--- src/hw/tcr_pkg.sv ---
package tcr_pkg;

  // ------------------------------------------------------------
  // bus geometry
  // ------------------------------------------------------------
  localparam int          ADDR_W      = 12;      // byte address width
  localparam int          REG_W       = 8;       // control register width
  localparam int          CH_W        = 5;       // monitor channel number width

  // ------------------------------------------------------------
  // register indices (byte address = index * 4)
  // ------------------------------------------------------------
  localparam logic [9:0]  FRA_IDX     = 10'h019; // framer_a_tx_control_five
  localparam logic [9:0]  FRB_IDX     = 10'h0B9; // framer_b_tx_control_five
  localparam logic [9:0]  STAT_IDX    = 10'h01A; // line status, read only

  // ------------------------------------------------------------
  // field positions and reset values
  // ------------------------------------------------------------
  localparam int          CRC_POS     = 7;       // tx_crc6_variant_select
  localparam int          LOOP_POS    = 6;       // local_loop_enable
  localparam int          AIS_POS     = 5;       // line_all_ones_force
  localparam int          CH_MSB      = 4;       // tx_monitor_channel_bit4
  localparam int          CH_LSB      = 0;       // tx_monitor_channel_bit0
  localparam logic [7:0]  FRA_WMASK   = 8'hFF;   // all bits stored
  localparam logic [7:0]  FRB_WMASK   = 8'h9F;   // bits 6 and 5 unassigned
  localparam logic [7:0]  REG_RST     = 8'h00;   // control value after reset
  localparam int          STAT_AIS    = 0;       // status: all-ones active
  localparam int          STAT_PHASE  = 1;       // status: current mark rail

  // ------------------------------------------------------------
  // bus responses
  // ------------------------------------------------------------
  localparam logic [1:0]  RESP_OKAY   = 2'h0;
  localparam logic [1:0]  RESP_SLVERR = 2'h2;

  // ------------------------------------------------------------
  // all-ones bit timing from the master clock
  // ------------------------------------------------------------
  localparam int          CLK_NS      = 50;      // sys_clk_i period
  localparam int          AIS_BIT_NS  = 648;     // one t1 bit, longest
  localparam int          AIS_DIV_CYC = AIS_BIT_NS / CLK_NS;  // rounds down

endpackage

--- src/hw/tcr_line_out.sv ---
module tcr_line_out #(
  parameter int AIS_DIV = tcr_pkg::AIS_DIV_CYC  // master cycles per line bit
) (
  // clock and reset
  input  wire logic sys_clk_i,
  input  wire logic srst_i,
  // control
  input  wire logic line_all_ones_force_i,
  // normal transmit data
  input  wire logic tx_positive_data_in_i,
  input  wire logic tx_negative_data_in_i,
  // line side
  output logic      line_out_tip_o,
  output logic      line_out_ring_o,
  output logic      ais_active_o,
  output logic      mark_phase_o
);

  // ------------------------------------------------------------
  // elaboration checks
  // ------------------------------------------------------------
  if (AIS_DIV < 2 || AIS_DIV > 255)
  begin : g_bad_div
    $error("AIS_DIV must lie between 2 and 255");
  end

  // ------------------------------------------------------------
  // state
  // ------------------------------------------------------------
  typedef struct packed {
    logic [7:0] div;    // master clock divider
    logic       phase;  // which rail carries the current mark
    logic       ais;    // all-ones being sent
    logic       tip;    // registered tip
    logic       ring;   // registered ring
  } tcr_line_type;

  tcr_line_type st_r;
  tcr_line_type st_nxt;
  logic         bit_en;  // one pulse per line bit

  // divider runs free so the pattern never waits on the data clock
  assign bit_en = (st_r.div == 8'(AIS_DIV - 1));

  // next state
  always_comb
  begin
    st_nxt     = st_r;
    st_nxt.div = bit_en ? 8'h00 : st_r.div + 8'h01;
    st_nxt.ais = line_all_ones_force_i;
    if (line_all_ones_force_i)
    begin
      // every bit a mark, alternating rails: unframed all ones
      if (bit_en)
      begin
        st_nxt.phase = ~st_r.phase;
      end
      st_nxt.tip  = ~st_nxt.phase;
      st_nxt.ring = st_nxt.phase;
    end
    else
    begin
      // pass-through, one register stage of delay
      st_nxt.tip  = tx_positive_data_in_i;
      st_nxt.ring = tx_negative_data_in_i;
    end
  end

  // register
  always_ff @(posedge sys_clk_i)
  begin
    if (srst_i)
    begin
      st_r <= '0;
    end
    else
    begin
      st_r <= st_nxt;
    end
  end

  assign line_out_tip_o  = st_r.tip;
  assign line_out_ring_o = st_r.ring;
  assign ais_active_o    = st_r.ais;
  assign mark_phase_o    = st_r.phase;
endmodule

--- src/hw/tcr_top.sv ---
// Function
// - crc6 select bit picks standard or japanese
// - framer a bit 6 switches local loopback
// - ais bit forces all ones, else pass-through
// - all-ones pattern timed from master clock
//
// Implementation choice: the AXI4-Lite register port.
module tcr_top #(
  parameter int AIS_DIV = tcr_pkg::AIS_DIV_CYC  // master cycles per line bit
) (
  // clock and reset
  input  wire logic                      sys_clk_i,
  input  wire logic                      srst_i,
  // axi4-lite write address
  input  wire logic                      s_axi_awvalid_i,
  output logic                           s_axi_awready_o,
  input  wire logic [tcr_pkg::ADDR_W-1:0] s_axi_awaddr_i,
  input  wire logic [2:0]                s_axi_awprot_i,
  // axi4-lite write data
  input  wire logic                      s_axi_wvalid_i,
  output logic                           s_axi_wready_o,
  input  wire logic [31:0]               s_axi_wdata_i,
  input  wire logic [3:0]                s_axi_wstrb_i,
  // axi4-lite write response
  output logic                           s_axi_bvalid_o,
  input  wire logic                      s_axi_bready_i,
  output logic [1:0]                     s_axi_bresp_o,
  // axi4-lite read address
  input  wire logic                      s_axi_arvalid_i,
  output logic                           s_axi_arready_o,
  input  wire logic [tcr_pkg::ADDR_W-1:0] s_axi_araddr_i,
  input  wire logic [2:0]                s_axi_arprot_i,
  // axi4-lite read data
  output logic                           s_axi_rvalid_o,
  input  wire logic                      s_axi_rready_i,
  output logic [31:0]                    s_axi_rdata_o,
  output logic [1:0]                     s_axi_rresp_o,
  // transmit slot timing per framer
  input  wire logic                      tx_slot_valid_a_i,
  input  wire logic [tcr_pkg::CH_W-1:0]  tx_slot_index_a_i,
  input  wire logic                      tx_slot_valid_b_i,
  input  wire logic [tcr_pkg::CH_W-1:0]  tx_slot_index_b_i,
  // normal transmit line data, framer a
  input  wire logic                      tx_positive_data_in_i,
  input  wire logic                      tx_negative_data_in_i,
  // framer controls
  output logic                           tx_crc6_variant_select_a_o,
  output logic                           tx_crc6_variant_select_b_o,
  output logic                           local_loop_enable_o,
  output logic                           line_all_ones_force_o,
  // channel monitor steering
  output logic [tcr_pkg::CH_W-1:0]       tx_monitor_channel_a_o,
  output logic [tcr_pkg::CH_W-1:0]       tx_monitor_channel_b_o,
  output logic                           tx_channel_monitor_reg_load_a_o,
  output logic                           tx_channel_monitor_reg_load_b_o,
  // line outputs
  output logic                           line_out_tip_o,
  output logic                           line_out_ring_o
);

  // ------------------------------------------------------------
  // state
  // ------------------------------------------------------------
  typedef struct packed {
    logic                        aw_held;  // write address taken
    logic [tcr_pkg::ADDR_W-1:0]  awaddr;   // held write address
    logic                        w_held;   // write data taken
    logic [7:0]                  wdata;    // held low byte
    logic                        wstrb0;   // low lane enabled
    logic                        bvalid;   // write answer pending
    logic [1:0]                  bresp;    // write answer code
    logic                        rvalid;   // read answer pending
    logic [1:0]                  rresp;    // read answer code
    logic [7:0]                  rdata;    // read byte
    logic [7:0]                  fra;      // framer_a_tx_control_five
    logic [7:0]                  frb;      // framer_b_tx_control_five
    logic [1:0]                  load;     // monitor copy strobes
  } tcr_top_type;

  tcr_top_type                   st_r;
  tcr_top_type                   st_nxt;
  logic                          do_write;  // both halves present
  logic [9:0]                    wr_idx;    // write word index
  logic [9:0]                    rd_idx;    // read word index
  logic                          ais_active;
  logic                          mark_phase;
  logic [1:0]                    slot_valid;
  logic [1:0][tcr_pkg::CH_W-1:0] slot_index;
  logic [1:0][tcr_pkg::CH_W-1:0] chan_sel;
  logic [1:0]                    slot_hit;

  // protection bits carry no meaning for this slave
  logic                          unused_prot;
  assign unused_prot = ^{s_axi_awprot_i, s_axi_arprot_i, s_axi_wdata_i[31:8],
                         s_axi_wstrb_i[3:1]};

  // ------------------------------------------------------------
  // handshakes
  // ------------------------------------------------------------
  // one write at a time: halves are refused until the answer is taken
  assign s_axi_awready_o = !st_r.aw_held && !st_r.bvalid;
  assign s_axi_wready_o  = !st_r.w_held && !st_r.bvalid;
  assign s_axi_arready_o = !st_r.rvalid;
  assign do_write        = st_r.aw_held && st_r.w_held && !st_r.bvalid;
  assign wr_idx          = st_r.awaddr[tcr_pkg::ADDR_W-1:2];
  assign rd_idx          = s_axi_araddr_i[tcr_pkg::ADDR_W-1:2];

  // ------------------------------------------------------------
  // channel select per framer
  // ------------------------------------------------------------
  assign slot_valid = {tx_slot_valid_b_i, tx_slot_valid_a_i};
  assign slot_index = {tx_slot_index_b_i, tx_slot_index_a_i};
  // bit 4 is the msb of the channel number in both registers
  assign chan_sel[0] = st_r.fra[tcr_pkg::CH_MSB:tcr_pkg::CH_LSB];
  assign chan_sel[1] = st_r.frb[tcr_pkg::CH_MSB:tcr_pkg::CH_LSB];

  for (genvar gi = 0; gi < 2; gi++)
  begin : g_framer
    // copy strobe when the selected channel passes
    assign slot_hit[gi] = slot_valid[gi] && (slot_index[gi] == chan_sel[gi]);
  end

  // ------------------------------------------------------------
  // next state
  // ------------------------------------------------------------
  always_comb
  begin
    st_nxt      = st_r;
    st_nxt.load = slot_hit;
    // take address and data in either order
    if (s_axi_awvalid_i && s_axi_awready_o)
    begin
      st_nxt.aw_held = 1'b1;
      st_nxt.awaddr  = s_axi_awaddr_i;
    end
    if (s_axi_wvalid_i && s_axi_wready_o)
    begin
      st_nxt.w_held = 1'b1;
      st_nxt.wdata  = s_axi_wdata_i[7:0];
      st_nxt.wstrb0 = s_axi_wstrb_i[0];
    end
    // commit once both halves are held
    if (do_write)
    begin
      st_nxt.aw_held = 1'b0;
      st_nxt.w_held  = 1'b0;
      st_nxt.bvalid  = 1'b1;
      st_nxt.bresp   = tcr_pkg::RESP_OKAY;
      case (wr_idx)
        tcr_pkg::FRA_IDX:
        begin
          if (st_r.wstrb0)
          begin
            st_nxt.fra = st_r.wdata & tcr_pkg::FRA_WMASK;
          end
        end
        tcr_pkg::FRB_IDX:
        begin
          // unassigned bits are never stored, so they read back zero
          if (st_r.wstrb0)
          begin
            st_nxt.frb = st_r.wdata & tcr_pkg::FRB_WMASK;
          end
        end
        tcr_pkg::STAT_IDX:
        begin
          // status is read only; a write is accepted and dropped
          st_nxt.bresp = tcr_pkg::RESP_OKAY;
        end
        default:
        begin
          st_nxt.bresp = tcr_pkg::RESP_SLVERR;
        end
      endcase
    end
    // write answer taken
    if (st_r.bvalid && s_axi_bready_i)
    begin
      st_nxt.bvalid = 1'b0;
    end
    // read answer taken
    if (st_r.rvalid && s_axi_rready_i)
    begin
      st_nxt.rvalid = 1'b0;
    end
    // read request: answer in the next cycle
    if (s_axi_arvalid_i && s_axi_arready_o)
    begin
      st_nxt.rvalid = 1'b1;
      st_nxt.rresp  = tcr_pkg::RESP_OKAY;
      case (rd_idx)
        tcr_pkg::FRA_IDX:
        begin
          st_nxt.rdata = st_r.fra;
        end
        tcr_pkg::FRB_IDX:
        begin
          st_nxt.rdata = st_r.frb;
        end
        tcr_pkg::STAT_IDX:
        begin
          st_nxt.rdata                     = 8'h00;
          st_nxt.rdata[tcr_pkg::STAT_AIS]   = ais_active;
          st_nxt.rdata[tcr_pkg::STAT_PHASE] = mark_phase;
        end
        default:
        begin
          st_nxt.rdata = 8'h00;
          st_nxt.rresp = tcr_pkg::RESP_SLVERR;
        end
      endcase
    end
  end

  // register
  always_ff @(posedge sys_clk_i)
  begin
    if (srst_i)
    begin
      st_r     <= '0;
      st_r.fra <= tcr_pkg::REG_RST;
      st_r.frb <= tcr_pkg::REG_RST;
    end
    else
    begin
      st_r <= st_nxt;
    end
  end

  // ------------------------------------------------------------
  // outputs
  // ------------------------------------------------------------
  assign s_axi_bvalid_o                  = st_r.bvalid;
  assign s_axi_bresp_o                   = st_r.bresp;
  assign s_axi_rvalid_o                  = st_r.rvalid;
  assign s_axi_rresp_o                   = st_r.rresp;
  assign s_axi_rdata_o                   = {24'h000000, st_r.rdata};
  assign tx_crc6_variant_select_a_o      = st_r.fra[tcr_pkg::CRC_POS];
  assign tx_crc6_variant_select_b_o      = st_r.frb[tcr_pkg::CRC_POS];
  assign local_loop_enable_o             = st_r.fra[tcr_pkg::LOOP_POS];
  assign line_all_ones_force_o           = st_r.fra[tcr_pkg::AIS_POS];
  assign tx_monitor_channel_a_o          = chan_sel[0];
  assign tx_monitor_channel_b_o          = chan_sel[1];
  assign tx_channel_monitor_reg_load_a_o = st_r.load[0];
  assign tx_channel_monitor_reg_load_b_o = st_r.load[1];

  // ------------------------------------------------------------
  // line output stage, framer a only
  // ------------------------------------------------------------
  tcr_line_out #(
    .AIS_DIV (AIS_DIV)
  ) u_line (
    .sys_clk_i             (sys_clk_i),
    .srst_i                (srst_i),
    .line_all_ones_force_i (st_r.fra[tcr_pkg::AIS_POS]),
    .tx_positive_data_in_i (tx_positive_data_in_i),
    .tx_negative_data_in_i (tx_negative_data_in_i),
    .line_out_tip_o        (line_out_tip_o),
    .line_out_ring_o       (line_out_ring_o),
    .ais_active_o          (ais_active),
    .mark_phase_o          (mark_phase)
  );
endmodule

--- config.mk ---
export PLATFORM = sky130hd
export DESIGN_NAME = tcr_top
export DESIGN_NICKNAME = d
export VERILOG_FILES = /design/src/hw/tcr_pkg.sv /design/src/hw/tcr_line_out.sv /design/src/hw/tcr_top.sv
export SDC_FILE = /design/constraint.sdc
export NUM_CORES = 1
export LEC_CHECK = 0
export BUFFER_PORTS_ARGS = -buffer_cell sky130_fd_sc_hd__buf_2
export CORE_MARGIN = 2
export CORE_UTILIZATION = 49
export DETAILED_ROUTE_END_ITERATION = 10
export PLACE_DENSITY = 0.85
export SKIP_LAST_GASP = 1
export SYNTH_ARGS = -nofsm -noshare
export SYNTH_HDL_FRONTEND = slang
export SYNTH_SLANG_ARGS = --single-unit
--- constraint.sdc ---
create_clock -name sys_clk_i -period 2.88 [get_ports sys_clk_i]
set_input_delay 0 -clock sys_clk_i [delete_from_list [all_inputs] [get_ports sys_clk_i]]
set_output_delay 0 -clock sys_clk_i [all_outputs]
set_load 0.02 [all_outputs]
==> flow_summary.json, run 1 <==
{
  "post-route-cell-area_um2": 3560,
  "cts_made_buffers": 9,
  "placement_rows": 28,
  "critical_path_class": "flip-flop to flip-flop",
  "synth.avg_cell_area_um2": 8.53,
  "first_global_vias": 2328,
  "die_height_um": 80.9,
  "drive_gt1_share_pct": 24.4,
  "initial_utilization_pct": 49.8,
  "routedWlPerCell_um": 12.7,
  "n_fill_cell": 493,
  "antenna_cells_inserted": 0,
  "die-width_um": 80.9,
  "slew_headroom_pct": 47.7,
  "synth.most_common_cell": "sky130_fd_sc_hd__nand2_1",
  "tightest_slew_ns": 0.778,
  "number_of_antenna_violations_at_the_first_check_in_global_routing": 0,
  "max_clock_freq_ghz": 0.524,
  "worst-endpoint-arrival_ns": 2.14,
  "crit_fanout": 8,
  "cts_hold_repair.buffers": 25,
  "maximum_vdd_drop_mv": 0.304,
  "netlist_top_cells_count": "71 x sky130_fd_sc_hd__nand2_1, 61 x sky130_fd_sc_hd__dfxtp_1, 46 x sky130_fd_sc_hd__buf_4",
  "route.detailed.vias_per_inst": 4.92,
  "run_status": "completed",
  "total_leakage_power_nw": 1.59,
  "clk_pin_slew_worst_paths_ns": 0.07,
  "yosys-top-cells-area": "sky130_fd_sc_hd__dfxtp_1 42%, sky130_fd_sc_hd__buf_4 12%, sky130_fd_sc_hd__nand2_1 9.2%, sky130_fd_sc_hd__mux2i_1 4.5%, sky130_fd_sc_hd__a21oi_1 4.3%",
  "all_layer_global_routing_usage_pct": 20.1,
  "number_of_placed_i_o_pins": 146,
  "cp_slowest_cell": "sky130_fd_sc_hd__nor4_4",
  "synth-edff-count": 0,
  "reg2reg_from": "st_r[50]$_SDFFE_PP0P_",
  "cts.path.max_buffers": 2,
  "endpoint_kind_of_the_worst_setup_timing_path": "flip-flop",
  "setup.worst_path.start_class": "flip-flop",
  "place.gp.congestion": 0.866,
  "io_buffers": 82,
  "cts_htree_levels": 3,
  "floorplan.core_area_um2": 5820,
  "yosysSeqAreaShare_pct": 42.1,
  "ys_types": 44,
  "synth.yosys.warnings": 0,
  "synth-main-ff-cell": "sky130_fd_sc_hd__dfxtp_1",
  "route.antenna.remaining_nets": 0,
  "detail_route.first_pass.iterations": 4,
  "synth_top_area_cell": "sky130_fd_sc_hd__dfxtp_1",
  "clock-skew-final_ns": 0.00865,
  "worst_skew_pair.late_latency_ns": 0.34,
  "hold_path_class": "input pin to flip-flop",
  "syn-cell-area_um2": 2900,
  "netlist_instances": 340,
  "required_worst_endpoint_ns": 3.11,
  "global_route_wire_length_before_repair_um": 10100,
  "clock_sinks": 61,
  "post_route_setup_tns_ns": 0,
  "final-max-slew-violation-count": 0,
  "power_density_nw_per_um2": 523,
  "crit_path_max_incr_delay_ns": 0.68,
  "gr-total-overflow": 0,
  "final_min_period_over_clock_period_pct": 66.3,
  "post_cts.repair.setup_buffers": 0,
  "report.final.setup_viol": 0,
  "clock-root-buffer": "sky130_fd_sc_hd__clkbuf_8",
  "flow.area_growth_from_synthesis_pct": 22.9,
  "dp.final_hpwl_um": 4520,
  "drv_cap": 0,
  "fp.dieArea_um2": 6550,
  "drt_iter0_markers": 112,
  "maximum_number_of_pins_on_one_net_before_global_route_repair": 37,
  "design.final.nets": 514,
  "synth.ff_latch_count": 61,
  "post-synth-top-area-fraction_pct": 42.1,
  "rsz0062_at_grt": "no",
  "clock_tree_from_tritoncts": "done",
  "path_cells": "nor4b_2 > nand3b_2 > nor4_4 > mux2_4",
  "post-route-min-period_ns": 1.91,
  "detailed_place.area_um2": 3110,
  "drcViolationCount": 0,
  "wirelength_um": 6400,
  "synthArstFlopShare_pct": 0,
  "critical_hold_path_startpoint": "tx_slot_index_b_i[2]",
  "report.final.hold_viol_count": 0,
  "cp-startpoint": "st_r[50]$_SDFFE_PP0P_",
  "ctsResizeCount": 0,
  "route.vias.total": 2491
}
final cells by class:
| cell class | count | area, um2 | share of cell area, % |
|---|---|---|---|
| timing repair buffer | 108 | 668 | 18.7 |
| inverter | 8 | 30.0 | 0.843 |
| sequential | 61 | 1220 | 34.3 |
| clock buffer | 9 | 124 | 3.48 |
| clock inverter | 7 | 76.3 | 2.14 |
| multi-input combinational | 238 | 1350 | 37.9 |
| tap | 75 | 93.8 | 2.63 |
sequential cells by signal, indices dropped and copies added (netlist names), 5 cells and up:
register / count
tx_monitor_channel_a_o: 5
s_axi_rdata_o: 8
u_line.st_r: 8
tx_monitor_channel_b_o: 5
st_r: 21
critical path: cells and delay by family (launching register included):
| kind | cells | cell delay, ns |
|---|---|---|
| flip-flops | 1 | 0.32 |
| multiplexers | 1 | 0.35 |
| AND/OR/NAND/NOR | 3 | 1.13 |
per-layer routing:
metal  track usage (%)  part of all wire [%]
met3              6.22                   6.3
met4              7.97                   1.6
met2              36.9                    52
met5                 0                     0
met1              21.5                    40
stage by stage:
step                      util (%)  power, W  cells  hold WS, ns  setup WS (ns)
after floorplan                  -   0.00107    365        0.136           1.11
after global placement        53.5   0.00110    465        0.237          0.982
after detailed placement      53.5   0.00111    465        0.228          0.950
after CTS                     61.3   0.00188    506       0.0206          0.960
after global routing          61.3   0.00195    506       0.0359          0.848
final                         61.3   0.00186    506       0.0322          0.972
worst paths after layout:
path / endpoint / slack [ns] / cells past startpoint
worst max-delay path: line_all_ones_force_o$_SDFFE_PP0P_ / 0.97 / 4
worst min-delay path: tx_channel_monitor_reg_load_b_o$_SDFF_PP0_ / 0.03 / 3
worst max register to register: line_all_ones_force_o$_SDFFE_PP0P_ / 0.97 / 4
worst min register to register: st_r[48]$_SDFFE_PP0P_ / 0.45 / 2
cell families (layout without fill, tap and decap cells):
family | after synthesis | count (layout) | share of synthesized area [%]
XOR/XNOR | 19 | 19 | 5.74
other | 1 | 26 | 0.129
AO/OA/AOI/OAI | 49 | 49 | 10.4
adder cells (fa/ha/maj) | 1 | 1 | 0.432
flip-flops | 61 | 61 | 42.1
buffers and inverters | 66 | 132 | 14.5
multiplexers | 14 | 14 | 5.01
AND/OR/NAND/NOR | 129 | 129 | 21.6
power by group:
| part | total, W | leakage [nW] | switching [W] | internal, W |
|---|---|---|---|---|
| combinational | 0.000221 | 1.00 | 0.000132 | 0.0000894 |
| sequential | 0.000895 | 0.497 | 0.0000226 | 0.000873 |
| clock | 0.000747 | 0.0954 | 0.000346 | 0.000401 |
cell usage in the layout, fill, tap and decap left out, types with 4 or more instances in the layout:
master,n
sky130_fd_sc_hd__nand2_1,71
sky130_fd_sc_hd__nand2b_1,4
sky130_fd_sc_hd__nor2_1,18
sky130_fd_sc_hd__o21ai_0,6
sky130_fd_sc_hd__conb_1,26
sky130_fd_sc_hd__a22oi_1,4
sky130_fd_sc_hd__xnor2_1,5
sky130_fd_sc_hd__dfxtp_1,61
sky130_fd_sc_hd__a21oi_1,25
sky130_fd_sc_hd__buf_2,82
sky130_fd_sc_hd__nand3_1,6
sky130_fd_sc_hd__clkbuf_8,9
sky130_fd_sc_hd__inv_1,8
sky130_fd_sc_hd__nor2b_1,4
sky130_fd_sc_hd__dlygate4sd3_1,25
sky130_fd_sc_hd__xor2_1,14
sky130_fd_sc_hd__mux2i_1,13
Note: power is estimated with default switching activity, not from simulation.
==> run 2: changes to the inputs <==
Settings changed: ABC_AREA from default to 1, CORE_UTILIZATION 49 to 42, PLACE_DENSITY 0.85 to 0.77.
Clock period 2.88 ns to 1.6 ns, I/O delays scaled along.
==> run 2 against run 1 <==
Via count up 9.6%. Cell area is 6.5% higher. Sequential share of layout area fell by 2.1 points. Clock power grew 100%. Setup slack worse by 0.88 ns. Largest cell class unchanged. Largest power group unchanged.
==> flow_summary.json, run 2 <==
{
  "regMostFlops": "st_r",
  "n_fill_cell": 651,
  "place.gp.congestion": 0.836,
  "synth-edff-count": 0,
  "detailed_place.area_um2": 3240,
  "required_worst_endpoint_ns": 1.89,
  "first_global_vias": 2467,
  "crit_fanout": 3,
  "post-synth-top-area-fraction_pct": 40.8,
  "initial_utilization_pct": 43.8,
  "setup.worst_path.start_class": "flip-flop",
  "gr-total-overflow": 0,
  "non_filler_cells_final": 597,
  "cts_made_buffers": 9,
  "synth.ff_latch_count": 61,
  "route.vias.total": 2730,
  "number_of_placed_i_o_pins": 146,
  "hold_path_class": "input pin to flip-flop",
  "drt_iter0_markers": 95,
  "netlist_instances": 398,
  "layout.core_utilization_pct": 55.6,
  "global_route_wire_length_before_repair_um": 10900,
  "power_density_nw_per_um2": 961,
  "detail_route.first_pass.iterations": 4,
  "final_common_cell": "sky130_fd_sc_hd__buf_2",
  "synth_top_area_cell": "sky130_fd_sc_hd__dfxtp_1",
  "floorplan.core_area_um2": 6830,
  "synth-main-ff-cell": "sky130_fd_sc_hd__dfxtp_1",
  "cts_htree_levels": 3,
  "all_layer_global_routing_usage_pct": 17.9,
  "final_min_period_over_clock_period_pct": 94.1,
  "run_status": "completed",
  "yosysSeqAreaShare_pct": 40.8,
  "die_height_um": 88.4,
  "io_buffers": 82,
  "final-max-slew-violation-count": 0,
  "synth.most_common_cell": "sky130_fd_sc_hd__dfxtp_1",
  "dp.final_hpwl_um": 4910,
  "cts.path.max_buffers": 2,
  "clock-skew-final_ns": 0.00980,
  "post_cts.repair.setup_buffers": 0,
  "synth.yosys.warnings": 0,
  "synth.avg_cell_area_um2": 7.52,
  "die-width_um": 88.4,
  "worst-endpoint-arrival_ns": 1.79,
  "maximum_number_of_pins_on_one_net_before_global_route_repair": 38,
  "placement_rows": 30,
  "power.total_w": 0.00365,
  "largest_register_ff_count": 21,
  "ys_types": 33,
  "clock_tree_from_tritoncts": "done",
  "drcViolationCount": 0,
  "post-route-min-period_ns": 1.51,
  "report.final.hold_viol_count": 0,
  "hold_worst_slack_ns": 0.0282,
  "clock-root-buffer": "sky130_fd_sc_hd__clkbuf_8",
  "netlist_top_cells_count": "61 x sky130_fd_sc_hd__dfxtp_1, 56 x sky130_fd_sc_hd__nor2_1, 46 x sky130_fd_sc_hd__buf_4",
  "maximum_vdd_drop_mv": 0.497,
  "critical_path_class": "flip-flop to flip-flop",
  "fp.dieArea_um2": 7820,
  "drv_cap": 0,
  "synthArstFlopShare_pct": 0,
  "flow.area_growth_from_synthesis_pct": 26.8,
  "post-route-cell-area_um2": 3800,
  "design.final.nets": 584,
  "total_leakage_power_nw": 1.73,
  "number_of_antenna_violations_at_the_first_check_in_global_routing": 0,
  "drive_gt1_share_pct": 24.8,
  "report.final.setup_viol": 0,
  "clock_sinks": 61,
  "route.detailed.vias_per_inst": 4.57,
  "wirelength_um": 6840,
  "top_library_cells_by_usage_in_the_layout_fill_and_taps_aside": "82 x sky130_fd_sc_hd__buf_2, 61 x sky130_fd_sc_hd__dfxtp_1, 56 x sky130_fd_sc_hd__nor2_1",
  "worst_skew_pair.late_latency_ns": 0.34,
  "antenna_cells_inserted": 0,
  "routedWlPerCell_um": 11.5,
  "clk_pin_slew_worst_paths_ns": 0.07,
  "syn-cell-area_um2": 2990,
  "yosys-top-cells-area": "sky130_fd_sc_hd__dfxtp_1 41%, sky130_fd_sc_hd__buf_4 12%, sky130_fd_sc_hd__nor2_1 7.0%, sky130_fd_sc_hd__nand2_1 5.5%, sky130_fd_sc_hd__o21ai_0 5.5%",
  "endpoint_kind_of_the_worst_setup_timing_path": "flip-flop",
  "placed_cells_incl_taps": 549,
  "route.antenna.remaining_nets": 0,
  "max_clock_freq_ghz": 0.664
}
==> run 2: cell types whose count changed after synthesis, moves of 5 or more <==
cell                      before  now
sky130_fd_sc_hd__nand2_1      71   44
sky130_fd_sc_hd__mux2i_1      13    0
sky130_fd_sc_hd__inv_1         8   40
sky130_fd_sc_hd__nor2_2        0    5
sky130_fd_sc_hd__nand4_1       3   13
sky130_fd_sc_hd__o21ai_0       6   33
sky130_fd_sc_hd__a21oi_1      25   30
sky130_fd_sc_hd__xor2_1       14    4
sky130_fd_sc_hd__nor2_1       18   56
sky130_fd_sc_hd__o21ai_1       0    9
sky130_fd_sc_hd__nand3_1       6   13
==> run 2: final timing paths <==
check | startpoint | end | slack, ns | depth (start not counted)
hold reg to reg | u_line.st_r[4]$_SDFF_PP0_ | u_line.st_r[4]$_SDFF_PP0_ | 0.45 | 1
setup / recovery | tx_monitor_channel_a_o[0]$_SDFFE_PP0P_ | tx_channel_monitor_reg_load_a_o$_SDFF_PP0_ | 0.09 | 6
setup reg to reg | tx_monitor_channel_a_o[0]$_SDFFE_PP0P_ | tx_channel_monitor_reg_load_a_o$_SDFF_PP0_ | 0.09 | 6
hold / removal | tx_slot_index_b_i[4] | tx_channel_monitor_reg_load_b_o$_SDFF_PP0_ | 0.03 | 3
==> run 2: cell families (layout without fill, tap and decap cells) <==
family | Yosys count | after routing | synth area share, %
DFF | 61 | 61 | 40.8
and+or+nand+nor | 151 | 151 | 23.7
other | 1 | 26 | 0.125
AOI/OAI and AO/OA | 79 | 79 | 13.9
xor gates and xnor gates | 9 | 9 | 2.63
buffers and inverters | 96 | 174 | 18.4
adders and majority gates | 1 | 1 | 0.418
==> run 2: per-stage QoR <==
step | setup slack [ns] | TNS [ns]
after floorplan | 0.162 | 0
after global placement | 0.218 | 0
after detailed placement | 0.0933 | 0
after CTS | 0.0955 | 0
after global routing | -0.0154 | -0.0183
final | 0.0938 | 0
==> run 2: layout make-up <==
type | instances | area, um2 | area share, %
well taps | 96 | 120 | 3.16
flip-flops and latches | 61 | 1220 | 32.2
repair buffers | 117 | 753 | 19.8
clock inverters | 6 | 86.3 | 2.27
multi-input cells | 266 | 1320 | 34.8
clock buffers | 10 | 138 | 3.63
inverters | 41 | 155 | 4.09
==> run 2: critical path, stage by stage, from the launching register on <==
cell and delay [ns]:
sky130_fd_sc_hd__dfxtp_1 0.33, sky130_fd_sc_hd__inv_1 0.11, sky130_fd_sc_hd__o22ai_1 0.09, sky130_fd_sc_hd__a21oi_1 0.15, sky130_fd_sc_hd__nand4_1 0.11, sky130_fd_sc_hd__dlygate4sd3_1 0.58
sky130_fd_sc_hd__nor2_1 0.08
==> run 2: routing by layer <==
| metal | vias up | share of wire (%) | track usage [%] |
|---|---|---|---|
| met5 | - | 0 | 0 |
| met4 | 0 | 3.1 | 10.9 |
| met3 | 20 | 5.1 | 3.73 |
| met2 | 84 | 47 | 28.8 |
| met1 | 1210 | 45 | 22.1 |
| li1 | 1416 | - | - |
==> run 2: power by group <==
group | total (W) | switching [W] | internal, W
logic | 0.000481 | 0.000292 | 0.000190
registers | 0.00164 | 0.0000498 | 0.00159
clock network | 0.00153 | 0.000611 | 0.000916
==> run 2: repair_timing <==
action                                  in CTS  in global routing
hold buffers                                32                  0
gates resized for setup                      0                  2
hold endpoints to repair                    25                  0
endpoints found under the setup margin       0                  5
==> run 3: changes to the inputs <==
==> constraint.sdc (replaced) <==
create_clock -name sys_clk_i -period 1.6 [get_ports sys_clk_i]
set_input_delay 0.08 -clock sys_clk_i [delete_from_list [all_inputs] [get_ports sys_clk_i]]
set_output_delay 0.08 -clock sys_clk_i [all_outputs]
set_load 0.02 [all_outputs]
==> run 3 against run 2 <==
Worst hold slack lost 0.014 ns. Global-route usage shrank 1.3 points. Fmax grew 9.9%. First-iteration DRC count shrank 5.3%. Setup slack gained 0.14 ns. Combinational power shrank 8.7%. Clock skew shrank 0.0014 ns. Sequential share of layout area grew 2.7 points. Critical path type unchanged. Highest routed layer unchanged.
==> flow_summary.json, run 3 (synthesized netlist as in run 2, its figures left out) <==
{
  "setup.worst_path.start_class": "flip-flop",
  "total_leakage_power_nw": 1.61,
  "cts.path.max_buffers": 2,
  "largest_register_ff_count": 21,
  "worst-endpoint-arrival_ns": 1.62,
  "power_density_nw_per_um2": 918,
  "maximum_number_of_pins_on_one_net_before_global_route_repair": 19,
  "maximum_vdd_drop_mv": 0.489,
  "clk_pin_slew_worst_paths_ns": 0.06,
  "route.vias.total": 2607,
  "hold_worst_slack_ns": 0.0145,
  "number_of_antenna_violations_at_the_first_check_in_global_routing": 0,
  "report.final.setup_viol": 0,
  "top_library_cells_by_usage_in_the_layout_fill_and_taps_aside": "82 x sky130_fd_sc_hd__buf_2, 61 x sky130_fd_sc_hd__dfxtp_1, 56 x sky130_fd_sc_hd__nor2_1",
  "detail_route.first_pass.iterations": 4,
  "drv_cap": 0,
  "route.detailed.vias_per_inst": 4.54,
  "floorplan.core_area_um2": 6830,
  "clock-skew-final_ns": 0.00843,
  "crit_path_max_incr_delay_ns": 0.35,
  "path_cells": "ha_1 > nand2_1 > nor3_1 > nand2_1 > nand2_1 > nand3_1 > a21oi_1",
  "first_global_vias": 2329,
  "critical_path.most_common_cell": "sky130_fd_sc_hd__nand2_1",
  "critical_path_class": "flip-flop to flip-flop",
  "clock_tree_from_tritoncts": "done",
  "cp_top_family": "simple AND/OR/NAND/NOR gates",
  "worst_skew_pair.late_latency_ns": 0.34,
  "final_common_cell": "sky130_fd_sc_hd__buf_2",
  "placed_cells_incl_taps": 550,
  "cts_htree_levels": 3,
  "endpoint_kind_of_the_worst_setup_timing_path": "flip-flop",
  "clock-root-buffer": "sky130_fd_sc_hd__clkbuf_8",
  "crit_fanout": 3,
  "gr-total-overflow": 0,
  "regMostFlops": "st_r",
  "worst_slack_at_placement_ns": 0.159,
  "hold_path_class": "input pin to flip-flop",
  "design.final.nets": 562,
  "flow.area_growth_from_synthesis_pct": 17.0,
  "initial_utilization_pct": 43.8,
  "rsz0062_at_grt": "no",
  "cp_slowest_cell": "sky130_fd_sc_hd__dfxtp_1",
  "post-route-cell-area_um2": 3500,
  "max_clock_freq_ghz": 0.730,
  "drive_gt1_share_pct": 25.1,
  "drt_iter0_markers": 90,
  "final_min_period_over_clock_period_pct": 85.7,
  "placement_rows": 30,
  "route.antenna.remaining_nets": 0,
  "required_worst_endpoint_ns": 1.85,
  "post_route_setup_tns_ns": 0,
  "antenna_cells_inserted": 0,
  "place.gp.congestion": 0.835,
  "fp.dieArea_um2": 7820,
  "setup_ws_ns": 0.230,
  "number_of_placed_i_o_pins": 146,
  "global_route_wire_length_before_repair_um": 10000,
  "final-max-slew-violation-count": 0,
  "detailed_place.area_um2": 3250,
  "cp.buffers_inverters": 0,
  "clock_sinks": 61,
  "die-width_um": 88.4,
  "die_height_um": 88.4,
  "all_layer_global_routing_usage_pct": 16.6,
  "cts_made_buffers": 9,
  "routedWlPerCell_um": 11.2,
  "wirelength_um": 6410,
  "drcViolationCount": 0,
  "report.final.hold_viol_count": 0,
  "non_filler_cells_final": 574,
  "post-route-min-period_ns": 1.37,
  "io_buffers": 82,
  "dp.final_hpwl_um": 4970,
  "run_status": "completed"
}
[run 3: repair_timing]
action	CTS	global route
endpoints found under the hold margin	9	0
resized for setup	0	1
setup buffers	0	0
hold buffers	9	0
setup endpoints to repair	0	1
[run 3: final cells by class]
| type | count | area [um2] |
|---|---|---|
| clock inverter | 2 | 10.0 |
| inverter | 41 | 155 |
| sequential | 61 | 1220 |
| clock buffer | 13 | 149 |
| timing repair buffer | 95 | 531 |
| fill | 686 | 3330 |
| tap | 96 | 120 |
| multi-input combinational | 266 | 1320 |
[run 3: power by group]
| group | internal [W] | switching, W |
|---|---|---|
| clock network | 0.000592 | 0.000544 |
| logic | 0.000156 | 0.000283 |
| registers | 0.00159 | 0.0000488 |
[run 3: final timing paths]
check | from | cells past startpoint | slack, ns | endpoint
min | s_axi_wdata_i[7] | 3 | 0.01 | st_r[40]$_SDFFE_PP0P_
min reg2reg | u_line.st_r[4]$_SDFF_PP0_ | 1 | 0.45 | u_line.st_r[4]$_SDFF_PP0_
max | u_line.st_r[4]$_SDFF_PP0_ | 7 | 0.23 | u_line.line_out_ring_o$_SDFF_PP0_
max reg2reg | u_line.st_r[4]$_SDFF_PP0_ | 7 | 0.23 | u_line.line_out_ring_o$_SDFF_PP0_
[run 3: layer usage]
layer	global-route usage [%]	share of wire, %
met1	20.5	45
met2	27.4	47
met3	3.54	5.2
met4	8.68	2.2
met5	0	0
[run 3: stage by stage]
| step | power, W | utilization (%) |
|---|---|---|
| after detailed placement | 0.00210 | 47.6 |
| final | 0.00322 | 51.3 |
| after floorplan | 0.00201 | - |
| after global placement | 0.00208 | 47.6 |
| after global routing | 0.00338 | 51.3 |
| after CTS | 0.00325 | 51.2 |
[run 3: worst register-to-register path, cell delays in order (launching register included)]
cell                      delay [ns]
sky130_fd_sc_hd__dfxtp_1        0.35
sky130_fd_sc_hd__ha_1           0.19
sky130_fd_sc_hd__nand2_1        0.08
sky130_fd_sc_hd__nor3_1         0.18
sky130_fd_sc_hd__nand2_1        0.11
sky130_fd_sc_hd__nand2_1        0.07
sky130_fd_sc_hd__nand3_1        0.12
sky130_fd_sc_hd__a21oi_1        0.19
